## config.mk

```make
export PLATFORM = sky130hd
export DESIGN_NAME = rwd_watchdog
export DESIGN_NICKNAME = d
export VERILOG_FILES = /design/src/rwd_pkg.sv /design/src/rwd_watchdog.sv
export VERILOG_INCLUDE_DIRS = /design/src
export SDC_FILE = /design/constraint.sdc
export NUM_CORES = 1
export LEC_CHECK = 0
export BUFFER_PORTS_ARGS = -buffer_cell sky130_fd_sc_hd__buf_2
export CORE_MARGIN = 1
export CORE_UTILIZATION = 61
export DETAILED_ROUTE_END_ITERATION = 10
export PLACE_DENSITY_LB_ADDON = 0.05
export RECOVER_POWER = 50
export SYNTH_ARGS = -nofsm -noshare
export SYNTH_HDL_FRONTEND = slang
export SYNTH_SLANG_ARGS = --single-unit
```

## constraint.sdc

```tcl
create_clock -name sys_clk -period 3.24 [get_ports sys_clk]
set_input_delay 0.162 -clock sys_clk [delete_from_list [all_inputs] [get_ports sys_clk]]
set_output_delay 0.162 -clock sys_clk [all_outputs]
set_load 0.02 [all_outputs]
```

## src/rwd_regs.svh

```systemverilog
// Register offsets, field positions, reset values and timing counts.
// Assumes a 25 MHz system clock and 8-bit APB byte addresses.
`ifndef RWD_REGS_SVH
`define RWD_REGS_SVH
`define RWD_OFS_CTRL 8'h00
`define RWD_OFS_DELAY 8'h04
`define RWD_OFS_TMO1 8'h08
`define RWD_OFS_TMO2 8'h0C
`define RWD_OFS_KICK 8'h10
`define RWD_OFS_STATE 8'h14
`define RWD_OFS_ISTAT 8'h18
`define RWD_OFS_IMASK 8'h1C
`define RWD_OFS_COUNT 8'h20
`define RWD_CTRL_MODE_LSB 0
`define RWD_CTRL_EV1_LSB 2
`define RWD_CTRL_EV2_BIT 4
`define RWD_CTRL_ARM_BIT 8
`define RWD_CTRL_RST 32'h0000_0000
`define RWD_DELAY_RST 32'h0000_03E8
`define RWD_TMO1_RST 32'h0000_03E8
`define RWD_TMO2_RST 32'h0000_03E8
`define RWD_IMASK_RST 3'h0
`define RWD_IRQ_EV1_BIT 0
`define RWD_IRQ_EV2_BIT 1
`define RWD_IRQ_OFF_BIT 2
`define RWD_CLK_KHZ 25000
`define RWD_TICK_US 10
`define RWD_TICK_CYC ((`RWD_TICK_US * `RWD_CLK_KHZ) / 1000)
`endif

```

## src/rwd_pkg.sv

```systemverilog
// Types shared by the runtime watchdog.
// Assumes the constants of rwd_regs.svh.
package rwd_pkg;
    typedef enum logic [1:0] {
        RWD_MODE_OFF = 2'h0,
        RWD_MODE_ONCE = 2'h1,
        RWD_MODE_SINGLE = 2'h2,
        RWD_MODE_REPEAT = 2'h3
    } rwd_mode_e;
    typedef enum logic [1:0] {
        RWD_EV1_NMI = 2'h0,
        RWD_EV1_RESET = 2'h1,
        RWD_EV1_PWRBTN = 2'h2,
        RWD_EV1_ACPI = 2'h3
    } rwd_ev1_e;
    typedef enum logic [4:0] {
        RWD_ST_IDLE = 5'h01,
        RWD_ST_DELAY = 5'h02,
        RWD_ST_STAGE1 = 5'h04,
        RWD_ST_STAGE2 = 5'h08,
        RWD_ST_REPEAT = 5'h10
    } rwd_state_e;
endpackage

```

## src/rwd_watchdog.sv

```systemverilog
// Two-stage runtime watchdog with an APB register slave.
// Assumes one 25 MHz clock, synchronous APB inputs and asynchronous reset.
//
// Design decisions made here: the APB interface to the registers and the placing of the registers.
`timescale 1ns/1ns
`include "rwd_regs.svh"

// Operation
// - In one-time-trigger mode the first trigger disables the watchdog.
// - In single-event mode each stage runs once, then the watchdog disables.
// - In repeated-event mode the last stage reruns until a system reset.
// - Once started the watchdog waits the selected delay before timing.
// - First-stage expiry raises the selected NMI, reset, button or ACPI event.
// - Second-stage expiry raises nothing or an NMI, as selected.
// - The mode is configurable as disabled or one of three active modes.
// - The watchdog is armed just before OS boot; its delay counts from there.
module rwd_watchdog
    import rwd_pkg::*;
(
    input wire logic sys_clk,
    input wire logic reset_n,
    input wire logic psel,
    input wire logic penable,
    input wire logic pwrite,
    input wire logic [7:0] paddr,
    input wire logic [31:0] pwdata,
    output logic [31:0] prdata,
    output logic pready,
    output logic pslverr,
    output logic nmi_out,
    output logic sys_reset_out,
    output logic pwr_button_out,
    output logic acpi_event_out,
    output logic irq
);
    localparam logic [15:0] TICK_CYC = 16'(`RWD_TICK_CYC);

    logic [31:0] ctrl_reg;
    logic [31:0] delay_reg;
    logic [31:0] tmo1_reg;
    logic [31:0] tmo2_reg;
    logic [2:0] istat_reg;
    logic [2:0] imask_reg;
    logic [31:0] count_reg;
    logic [15:0] div_reg;
    logic tick;
    rwd_state_e state_reg;
    rwd_mode_e mode;
    rwd_ev1_e ev1_sel;
    logic ev2_en;
    logic setup;
    logic wr_en;
    logic mapped;
    logic arm;
    logic kick;
    logic expire;
    logic ev1_fire;
    logic ev2_fire;
    logic off_fire;

    assign mode = rwd_mode_e'(ctrl_reg[`RWD_CTRL_MODE_LSB +: 2]);
    assign ev1_sel = rwd_ev1_e'(ctrl_reg[`RWD_CTRL_EV1_LSB +: 2]);
    assign ev2_en = ctrl_reg[`RWD_CTRL_EV2_BIT];
    assign setup = psel && !penable;
    assign wr_en = psel && penable && pwrite;
    assign pready = 1'b1;

    always_comb
    begin
        unique case (paddr)
            `RWD_OFS_CTRL, `RWD_OFS_DELAY, `RWD_OFS_TMO1, `RWD_OFS_TMO2,
            `RWD_OFS_KICK, `RWD_OFS_STATE, `RWD_OFS_ISTAT, `RWD_OFS_IMASK,
            `RWD_OFS_COUNT: mapped = 1'b1;
            default: mapped = 1'b0;
        endcase
    end

    assign pslverr = psel && penable && !mapped;
    // Writing the arm bit starts the watchdog from idle when the mode already held in the control register is not off, just before OS boot.
    assign arm = wr_en && paddr == `RWD_OFS_CTRL
        && pwdata[`RWD_CTRL_ARM_BIT];
    assign kick = wr_en && paddr == `RWD_OFS_KICK;
    assign expire = tick && count_reg == 32'h0000_0000;
    assign irq = |(istat_reg & imask_reg);

    // Prescaler giving one tick every ten microseconds.
    always_ff @(posedge sys_clk or negedge reset_n)
    begin
        if (!reset_n)
            div_reg <= 16'h0000;
        else if (div_reg == TICK_CYC - 16'h0001)
            div_reg <= 16'h0000;
        else
            div_reg <= div_reg + 16'h0001;
    end

    assign tick = div_reg == TICK_CYC - 16'h0001;

    always_ff @(posedge sys_clk or negedge reset_n)
    begin
        if (!reset_n)
        begin
            ctrl_reg <= `RWD_CTRL_RST;
            delay_reg <= `RWD_DELAY_RST;
            tmo1_reg <= `RWD_TMO1_RST;
            tmo2_reg <= `RWD_TMO2_RST;
            imask_reg <= `RWD_IMASK_RST;
        end
        else if (wr_en)
        begin
            unique case (paddr)
                `RWD_OFS_CTRL: ctrl_reg <= {27'h0, pwdata[4:0]};
                `RWD_OFS_DELAY: delay_reg <= pwdata;
                `RWD_OFS_TMO1: tmo1_reg <= pwdata;
                `RWD_OFS_TMO2: tmo2_reg <= pwdata;
                `RWD_OFS_IMASK: imask_reg <= pwdata[2:0];
                default: ;
            endcase
        end
    end

    // Stage sequencer.
    always_ff @(posedge sys_clk or negedge reset_n)
    begin
        if (!reset_n)
        begin
            state_reg <= RWD_ST_IDLE;
            count_reg <= 32'h0000_0000;
        end
        else
        begin
            unique case (state_reg)
                RWD_ST_IDLE:
                begin
                    if (arm && mode != RWD_MODE_OFF)
                    begin
                        state_reg <= RWD_ST_DELAY;
                        count_reg <= delay_reg;
                    end
                end
                RWD_ST_DELAY:
                begin
                    if (expire)
                    begin
                        state_reg <= RWD_ST_STAGE1;
                        count_reg <= tmo1_reg;
                    end
                    else if (tick)
                        count_reg <= count_reg - 32'h0000_0001;
                end
                RWD_ST_STAGE1, RWD_ST_STAGE2:
                begin
                    if (kick && mode == RWD_MODE_ONCE)
                        state_reg <= RWD_ST_IDLE;
                    else if (kick)
                    begin
                        state_reg <= RWD_ST_STAGE1;
                        count_reg <= tmo1_reg;
                    end
                    else if (expire && state_reg == RWD_ST_STAGE1)
                    begin
                        state_reg <= RWD_ST_STAGE2;
                        count_reg <= tmo2_reg;
                    end
                    else if (expire && mode == RWD_MODE_REPEAT)
                    begin
                        state_reg <= RWD_ST_REPEAT;
                        count_reg <= tmo2_reg;
                    end
                    else if (expire)
                        state_reg <= RWD_ST_IDLE;
                    else if (tick)
                        count_reg <= count_reg - 32'h0000_0001;
                end
                RWD_ST_REPEAT:
                begin
                    if (expire)
                        count_reg <= tmo2_reg;
                    else if (tick)
                        count_reg <= count_reg - 32'h0000_0001;
                end
            endcase
        end
    end

    assign ev1_fire = expire && state_reg == RWD_ST_STAGE1 && !kick;
    assign ev2_fire = expire && !kick
        && (state_reg == RWD_ST_STAGE2 || state_reg == RWD_ST_REPEAT);
    assign off_fire = (state_reg == RWD_ST_STAGE1
        || state_reg == RWD_ST_STAGE2)
        && ((kick && mode == RWD_MODE_ONCE)
        || (ev2_fire && mode != RWD_MODE_REPEAT));

    // Event outputs, one clock pulse each.
    always_ff @(posedge sys_clk or negedge reset_n)
    begin
        if (!reset_n)
        begin
            nmi_out <= 1'b0;
            sys_reset_out <= 1'b0;
            pwr_button_out <= 1'b0;
            acpi_event_out <= 1'b0;
        end
        else
        begin
            nmi_out <= (ev1_fire && ev1_sel == RWD_EV1_NMI)
                || (ev2_fire && ev2_en);
            sys_reset_out <= ev1_fire && ev1_sel == RWD_EV1_RESET;
            pwr_button_out <= ev1_fire && ev1_sel == RWD_EV1_PWRBTN;
            acpi_event_out <= ev1_fire && ev1_sel == RWD_EV1_ACPI;
        end
    end

    // Sticky interrupt status; a new event wins over a clearing write.
    always_ff @(posedge sys_clk or negedge reset_n)
    begin
        if (!reset_n)
            istat_reg <= 3'h0;
        else
            istat_reg <= (istat_reg
                & ~((wr_en && paddr == `RWD_OFS_ISTAT) ? pwdata[2:0] : 3'h0))
                | {off_fire, ev2_fire, ev1_fire};
    end

    // Read data is captured in the setup cycle.
    always_ff @(posedge sys_clk or negedge reset_n)
    begin
        if (!reset_n)
            prdata <= 32'h0000_0000;
        else if (setup && !pwrite)
        begin
            unique case (paddr)
                `RWD_OFS_CTRL: prdata <= ctrl_reg;
                `RWD_OFS_DELAY: prdata <= delay_reg;
                `RWD_OFS_TMO1: prdata <= tmo1_reg;
                `RWD_OFS_TMO2: prdata <= tmo2_reg;
                `RWD_OFS_STATE: prdata <= {27'h0, state_reg};
                `RWD_OFS_ISTAT: prdata <= {29'h0, istat_reg};
                `RWD_OFS_IMASK: prdata <= {29'h0, imask_reg};
                `RWD_OFS_COUNT: prdata <= count_reg;
                default: prdata <= 32'h0000_0000;
            endcase
        end
    end
endmodule

```

Yosys cells after proc, flatten, opt, wreduce, memory -nomap -nowiden
Cells that the tools add are included.
Storage, ports and cells
  flip-flop bits (word level): 196
  bits in latches: 0
  RAM bits: 0
  memory bits (read-only): 0
  input port bits: 45
  output and inout port bits: 39
  memories: 0
Operators by class
  add/sub/neg operators: 2
  multiply operators: 0
  div/mod/pow operators: 0
  order comparisons: 0
  eq/ne operators: 25
  shift-type cells: 0
  mux-type cells: 22
  bitwise logic cells: 4
  reductions and logical operators: 47
Operators by type and width (number)
  2-to-1 mux 32 bit: 9
  one-hot mux 32 bit (8 select lines): 1
  one-hot mux 32 bit (4 select lines): 1
  2-to-1 mux 5 bit: 7
  equality test 8 x 5 -> 1 bit (second input constant): 4
  zero test 32 bit: 1
  subtractor 32 x 1 -> 32 bit (second input constant): 1
  logical AND 1 bit: 24
  adder 16 x 1 -> 16 bit (second input constant): 1
  equality test 16 x 8 -> 1 bit (second input constant): 1
  equality test 8 x 4 -> 1 bit (second input constant): 2
  2-to-1 mux 16 bit: 1
  one-hot mux 5 bit (3 select lines): 1
  AND reduction 2 bit: 5
  OR reduction 9 bit: 1
  equality test 8 x 3 -> 1 bit (second input constant): 1
  equality test 8 x 6 -> 1 bit (second input constant): 1
  zero test 8 bit: 1
  inequality test 2 bit (second input constant): 4
  bitwise AND 3 bit: 2
  equality test 2 bit (second input constant): 3
  inequality test 6 bit (second input constant): 1
  equality test 5 x 1 -> 1 bit (second input constant): 1
  equality test 5 x 2 -> 1 bit (second input constant): 1
  other kinds (18): 25

Longest topological paths before layout
  depth after elaboration: 10
  gate-level depth with buffers: 12
  mapped depth without buffers: 10

Least setup slack after synthesis
No wires, ideal clock.
  path kind: register to register
  start: register div_reg[2]
  end: register count_reg[13]
  library setup time: 0.131 ns
  arrival time: 2.838 ns
  data required time: 3.109 ns
  setup slack: 0.271 ns
  cell stages (with the launch flop): 11
  buffers on the path: 3
  clock period less this slack: 2.969 ns
  cell sequence: dfrtp_1 -> or4_4 -> or4_4 -> nor4_4 -> nand2_1 -> buf_2 -> o31a_1 -> buf_2 -> buf_2 -> nand3_1 -> o211ai_1
On the way
  cells in the longest elaborated chain, start to end: 8
Ends and longest elaborated chain
  from (decl): RTL line rwd_watchdog.sv:45  | logic [15:0] div_reg;
  from (signal assigned): RTL line rwd_watchdog.sv:94  | div_reg <= div_reg + 16'h0001;
  equality test 16 x 8 -> 1 bit (*): RTL line rwd_watchdog.sv:97  | assign tick = div_reg == TICK_CYC - 16'h0001;
  2-to-1 mux 32 bit / logical AND 1 bit (equally long branches) (2 in a row)
  2-to-1 mux 32 bit: RTL line rwd_watchdog.sv:165  | else if (expire && mode == RWD_MODE_REPEAT)
  2-to-1 mux 32 bit: RTL line rwd_watchdog.sv:160  | else if (expire && state_reg == RWD_ST_STAGE1)
  2-to-1 mux 32 bit: RTL line rwd_watchdog.sv:155  | else if (kick)
  2-to-1 mux 32 bit: RTL line rwd_watchdog.sv:153  | if (kick && mode == RWD_MODE_ONCE)
  one-hot mux 32 bit (4 select lines): RTL line rwd_watchdog.sv:132  | unique case (state_reg)
  to (signal assigned): RTL line rwd_watchdog.sv:138  | count_reg <= delay_reg;
  to (signal assigned): RTL line rwd_watchdog.sv:158  | count_reg <= tmo1_reg;
  to (signal assigned): RTL line rwd_watchdog.sv:163  | count_reg <= tmo2_reg;
  to (decl): RTL line rwd_watchdog.sv:44  | logic [31:0] count_reg;
Mark *: on every way between the ends. The rest lies on a longest branch, timed or not. The select of a mux whose other input is x is not followed.
A chain may end at the register's enable or synchronous reset.

Worst setup path in the final report
  start: register count_reg[14]
  end: register count_reg[9]
On the way
  cells in the longest elaborated chain, start to end: 8
Ends and longest elaborated chain
  from (signal assigned): RTL line rwd_watchdog.sv:138
  from (signal assigned): RTL line rwd_watchdog.sv:146  | count_reg <= tmo1_reg;
  from (signal assigned): RTL line rwd_watchdog.sv:149  | count_reg <= count_reg - 32'h0000_0001;
  zero test 32 bit (*): RTL line rwd_watchdog.sv:83  | assign expire = tick && count_reg == 32'h0000_0000;
  logical AND 1 bit (*): RTL line rwd_watchdog.sv:83
  logical AND 1 bit: RTL line rwd_watchdog.sv:165
  2-to-1 mux 32 bit: RTL line rwd_watchdog.sv:165
  2-to-1 mux 32 bit: RTL line rwd_watchdog.sv:160
  2-to-1 mux 32 bit: RTL line rwd_watchdog.sv:155
  2-to-1 mux 32 bit: RTL line rwd_watchdog.sv:153
  one-hot mux 32 bit (4 select lines): RTL line rwd_watchdog.sv:132
Marks and branches as above.

==> key figures <==
Detailed routing
  • Final Routed Wirelength: ~34 mm
  • Post-route DRC violation count: 0
  • Average wire per standard cell: 23.0 um
  • Vias after detailed routing: 10,000
  • Number of nets with antenna violations after routing: 0
  • Ratio of routed vias to standard cells: slightly below 7
  • DRT iter0 DRCs: between 1,000 and 1,500
  • DRT Pass-1 Iters: 6

Yosys
  • Warnings from Yosys: 0
  • Synthesis-stage register bit count: approximately 200
  • Share of synthesized cell area in full adder, half adder and majority cells: 0.351%
  • Cell variety after synth: 70
  • Fraction of synthesized cell area in xor and xnor cells: under 10%
  • Cell taking the most area after synthesis: sky130_fd_sc_hd__dfrtp_1
  • Netlist area before placement: between 0.01 and 0.015 mm^2
  • Area share of the largest cell type after synthesis: 41.4%
  • Multiplexer fraction of the synthesized cell area: 11.4%
  • Largest cells by area after synthesis: sky130_fd_sc_hd__dfrtp_1 41%, sky130_fd_sc_hd__mux2_2 11%, sky130_fd_sc_hd__dfstp_2 4.7%, sky130_fd_sc_hd__o21ai_0 4.1%, sky130_fd_sc_hd__nand2_1 3.9%
  • Number of cells produced by synthesis: around 1,100
  • Simple-gate portion of the synthesized area: between 10% and 20%
  • Register area share after synthesis: a little under half
  • Dominant combinational cell family by area after synthesis: compound AO/OA/AOI/OAI gates
  • Cell types with the highest counts after synthesis: 177 x sky130_fd_sc_hd__dfrtp_1, 110 x sky130_fd_sc_hd__nand2_1, 110 x sky130_fd_sc_hd__nor2_1
  • Post-synth ARST share: 100%
  • Most repeated cell in the gate-level netlist after synthesis: sky130_fd_sc_hd__dfrtp_1
  • Main synth FF type: sky130_fd_sc_hd__dfrtp_1
  • Count of flip-flops with a built-in enable after synthesis: 0
  • Compound-Gate Fraction of Synth Area: between 10% and 20%
  • Post-synth net total: around 1,200
  • Post-synthesis area per instance: 9.70 um^2

Layout
  • Combined area of the multi-input logic cells: around 0.0055 mm^2
  • Number of filler cells placed in the layout: approximately 1,300
  • Layout Utilization: about 73%
  • Number of nets in the final layout: roughly 1,300
  • Share of cells above drive strength 1: 24.9%
  • Synth-to-Final Area Change: 18.2%
  • FF/Latch Area: 0.00493 mm^2
  • Number of inserted diodes: 0

Min path
  • End point of the most critical hold path: tmo2_reg[4]
  • Origin of the worst min-delay path: pwdata[4]
  • Depth of the worst hold-timing path: 2
  • Type of the tightest min-delay check: input port to register

GRT
  • Met2 Use GR: about three fifths
  • Met1 Usage GRT: a little over half
  • Met3 usage in global routing: about 6.9%
  • Busiest layer in global routing: met2
  • Pin count of the biggest net entering global routing: 114
  • Vias in the first global route: 9,703
  • First-pass GRT wire length: between 50 and 60 mm
  • Initial antenna violation count: 0
  • Remaining global-route overflow: 0
  • GR Util All Layers: about two fifths

Setup path
  • Critical path cell sequence: or4_4 -> or4_4 -> or4_4 -> nor3_2 -> buf_4 -> nor2_1 -> o311ai_1 -> a22o_1
  • CP endpoint kind: register
  • CP bufs+invs: 1
  • Flop-to-flop setup slack: 0.1 ns
  • Highest-delay cell along the critical path: sky130_fd_sc_hd__or4_4
  • Crit path largest cell delay: roughly 0.57 ns
  • Count of cells along the worst register-to-register path: 8
  • Crit path DAT: 3.53 ns
  • Cell family with most CP delay: simple AND/OR/NAND/NOR gates
  • Worst Path Required: about 3.6 ns
  • Kind of launch point of the worst setup path: register
  • Crit Reg-Reg Startpoint: count_reg[14]
  • Most frequent CP cell: sky130_fd_sc_hd__or4_4
  • Critical Path Stages: 8
  • Largest driver fanout on the critical path: 4
  • Worst reg2reg endpoint: count_reg[9]
  • Classification of the worst setup path: register to register

Pwr
  • Power density over cell area: approximately 620 mW/mm^2
  • Lkg Pwr: 5.54 nW
  • Worst ir drop on vdd: about 0.00044 V

Timing
  • Achievable frequency: 318 MHz
  • Final Hold Vio Count: 0
  • Relative max-transition margin: -73.8%
  • TNS Setup: 0 ns
  • Final setup violation count: 0
  • Count of pins over their slew limit: 112
  • Worst clock skew: 0.0104 ns
  • Least setup slack across all paths after layout: between 0.09 and 0.1 ns
  • Slew at the pin closest to its max-slew limit: approximately 2.6 ns
  • Fin crit period: between 3 and 4 ns
  • Post-route clock period utilization: between 90% and 100%
  • RSZ-0062 raised after global routing: false

Job
  • Maximum capacitance violations: 1

Placement
  • Final estimated routing congestion in global placement: ~1
  • IO Port Bufs: between 80 and 90
  • HPWL after DPL: around 23 mm
  • Worst setup slack before clock tree synthesis: between 0.09 and 0.1 ns

CTS
  • Skew-Pair Late Insertion Delay: between 0.4 and 0.5 ns
  • CTS H-tree depth: 4
  • Number of buffers created by CTS: 17
  • TritonCTS clock tree: done
  • Clk slew on worst S/H paths: approximately 0.070 ns
  • Root Buffer Master: sky130_fd_sc_hd__clkbuf_16
  • Buffers from clock root to sink, at most: 2
  • Clock sink count: about 200

Floorplanning
  • Die area: 0.0181 mm^2
  • Top-level port count: 84
  • Die outline height: approximately 130 um
  • Effective utilization at floorplan: roughly 62%
  • Die boundary width: about 130 um
  • Area of the placeable core: 0.0172 mm^2
  • Num rows: 48

Status
  • Violations in the final reports: capacitance limit, slew limit
  • Run status: finished with violations
logic make-up (layout without fill, tap and decap cells):
| family | count (synthesis) | count (layout) |
|---|---|---|
| fa+ha+maj | 3 | 3 |
| flops | 196 | 196 |
| xor+xnor | 37 | 37 |
| simple gates | 373 | 373 |
| compound gates | 299 | 299 |
| buf+inv | 86 | 231 |
| other cells | 1 | 1 |
| mux | 109 | 109 |
cells in the final DEF, fill, tap and decap left out, types with 26 or more instances in the layout:
master / instances
sky130_fd_sc_hd__dlygate4sd3_1: 28
sky130_fd_sc_hd__nor2_1: 109
sky130_fd_sc_hd__clkbuf_1: 38
sky130_fd_sc_hd__buf_2: 45
sky130_fd_sc_hd__o21ai_0: 86
sky130_fd_sc_hd__nand2_1: 109
sky130_fd_sc_hd__a222oi_1: 31
sky130_fd_sc_hd__nand3_1: 26
sky130_fd_sc_hd__nor3_1: 32
sky130_fd_sc_hd__a21oi_1: 42
sky130_fd_sc_hd__buf_4: 71
sky130_fd_sc_hd__dfrtp_1: 177
sky130_fd_sc_hd__a31oi_1: 43
sky130_fd_sc_hd__mux2_2: 106
routing by layer:
layer	vias up	share of wire (%)	routed length [um]
li1	4412	-	-
met1	4902	41	13900
met2	598	47	15900
met3	100	9.5	3220
met4	0	2.9	976
met5	-	0	0
how the worst max path moves through the flow:
stage                  start  slack [ns]       endpoint
6_report       count_reg[14]         0.1   count_reg[9]
5_1_grt           div_reg[9]       0.003   count_reg[0]
4_1_cts        count_reg[14]        0.05   count_reg[5]
3_5_place_dp   count_reg[14]        0.09   count_reg[5]
3_3_place_gp   count_reg[14]        0.16   count_reg[2]
2_1_floorplan     div_reg[2]        0.27  count_reg[13]
stage by stage:
stage / total power, mW / area [um^2] / std cells / hold slack [ns]
3_3_place_gp: 5.63 / 11800 / 1409 / 0.354
2_1_floorplan: 4.65 / 10700 / 1104 / -0.134
5_1_grt: 8.26 / 12700 / 1474 / 0.0184
4_1_cts: 7.77 / 12600 / 1469 / 0.00505
3_5_place_dp: 5.67 / 11800 / 1409 / 0.357
6_report: 7.90 / 12700 / 1474 / 0.0100
final cells by class:
type / instances / area share (%)
flip-flops and latches: 196 / 39.0
well taps: 225 / 2.23
multi-input cells: 822 / 43.8
clock buffers: 19 / 3.58
clock inverters: 13 / 0.920
repair buffers: 188 / 10.2
inverters: 11 / 0.326
power by group:
| group | total [mW] | internal [mW] | switching [mW] |
|---|---|---|---|
| clock network | 2.08 | 1.05 | 1.03 |
| registers | 2.92 | 2.67 | 0.252 |
| logic | 2.90 | 1.11 | 1.79 |
repair_timing:
action                     in CTS  in global routing
hold buffers                   28                  0
setup endpoints to repair       0                 26
setup buffers                   0                  5
hold endpoints to repair      190                  0
gates resized for setup         0                 12
No activity file was read; power rests on OpenSTA's default activity.
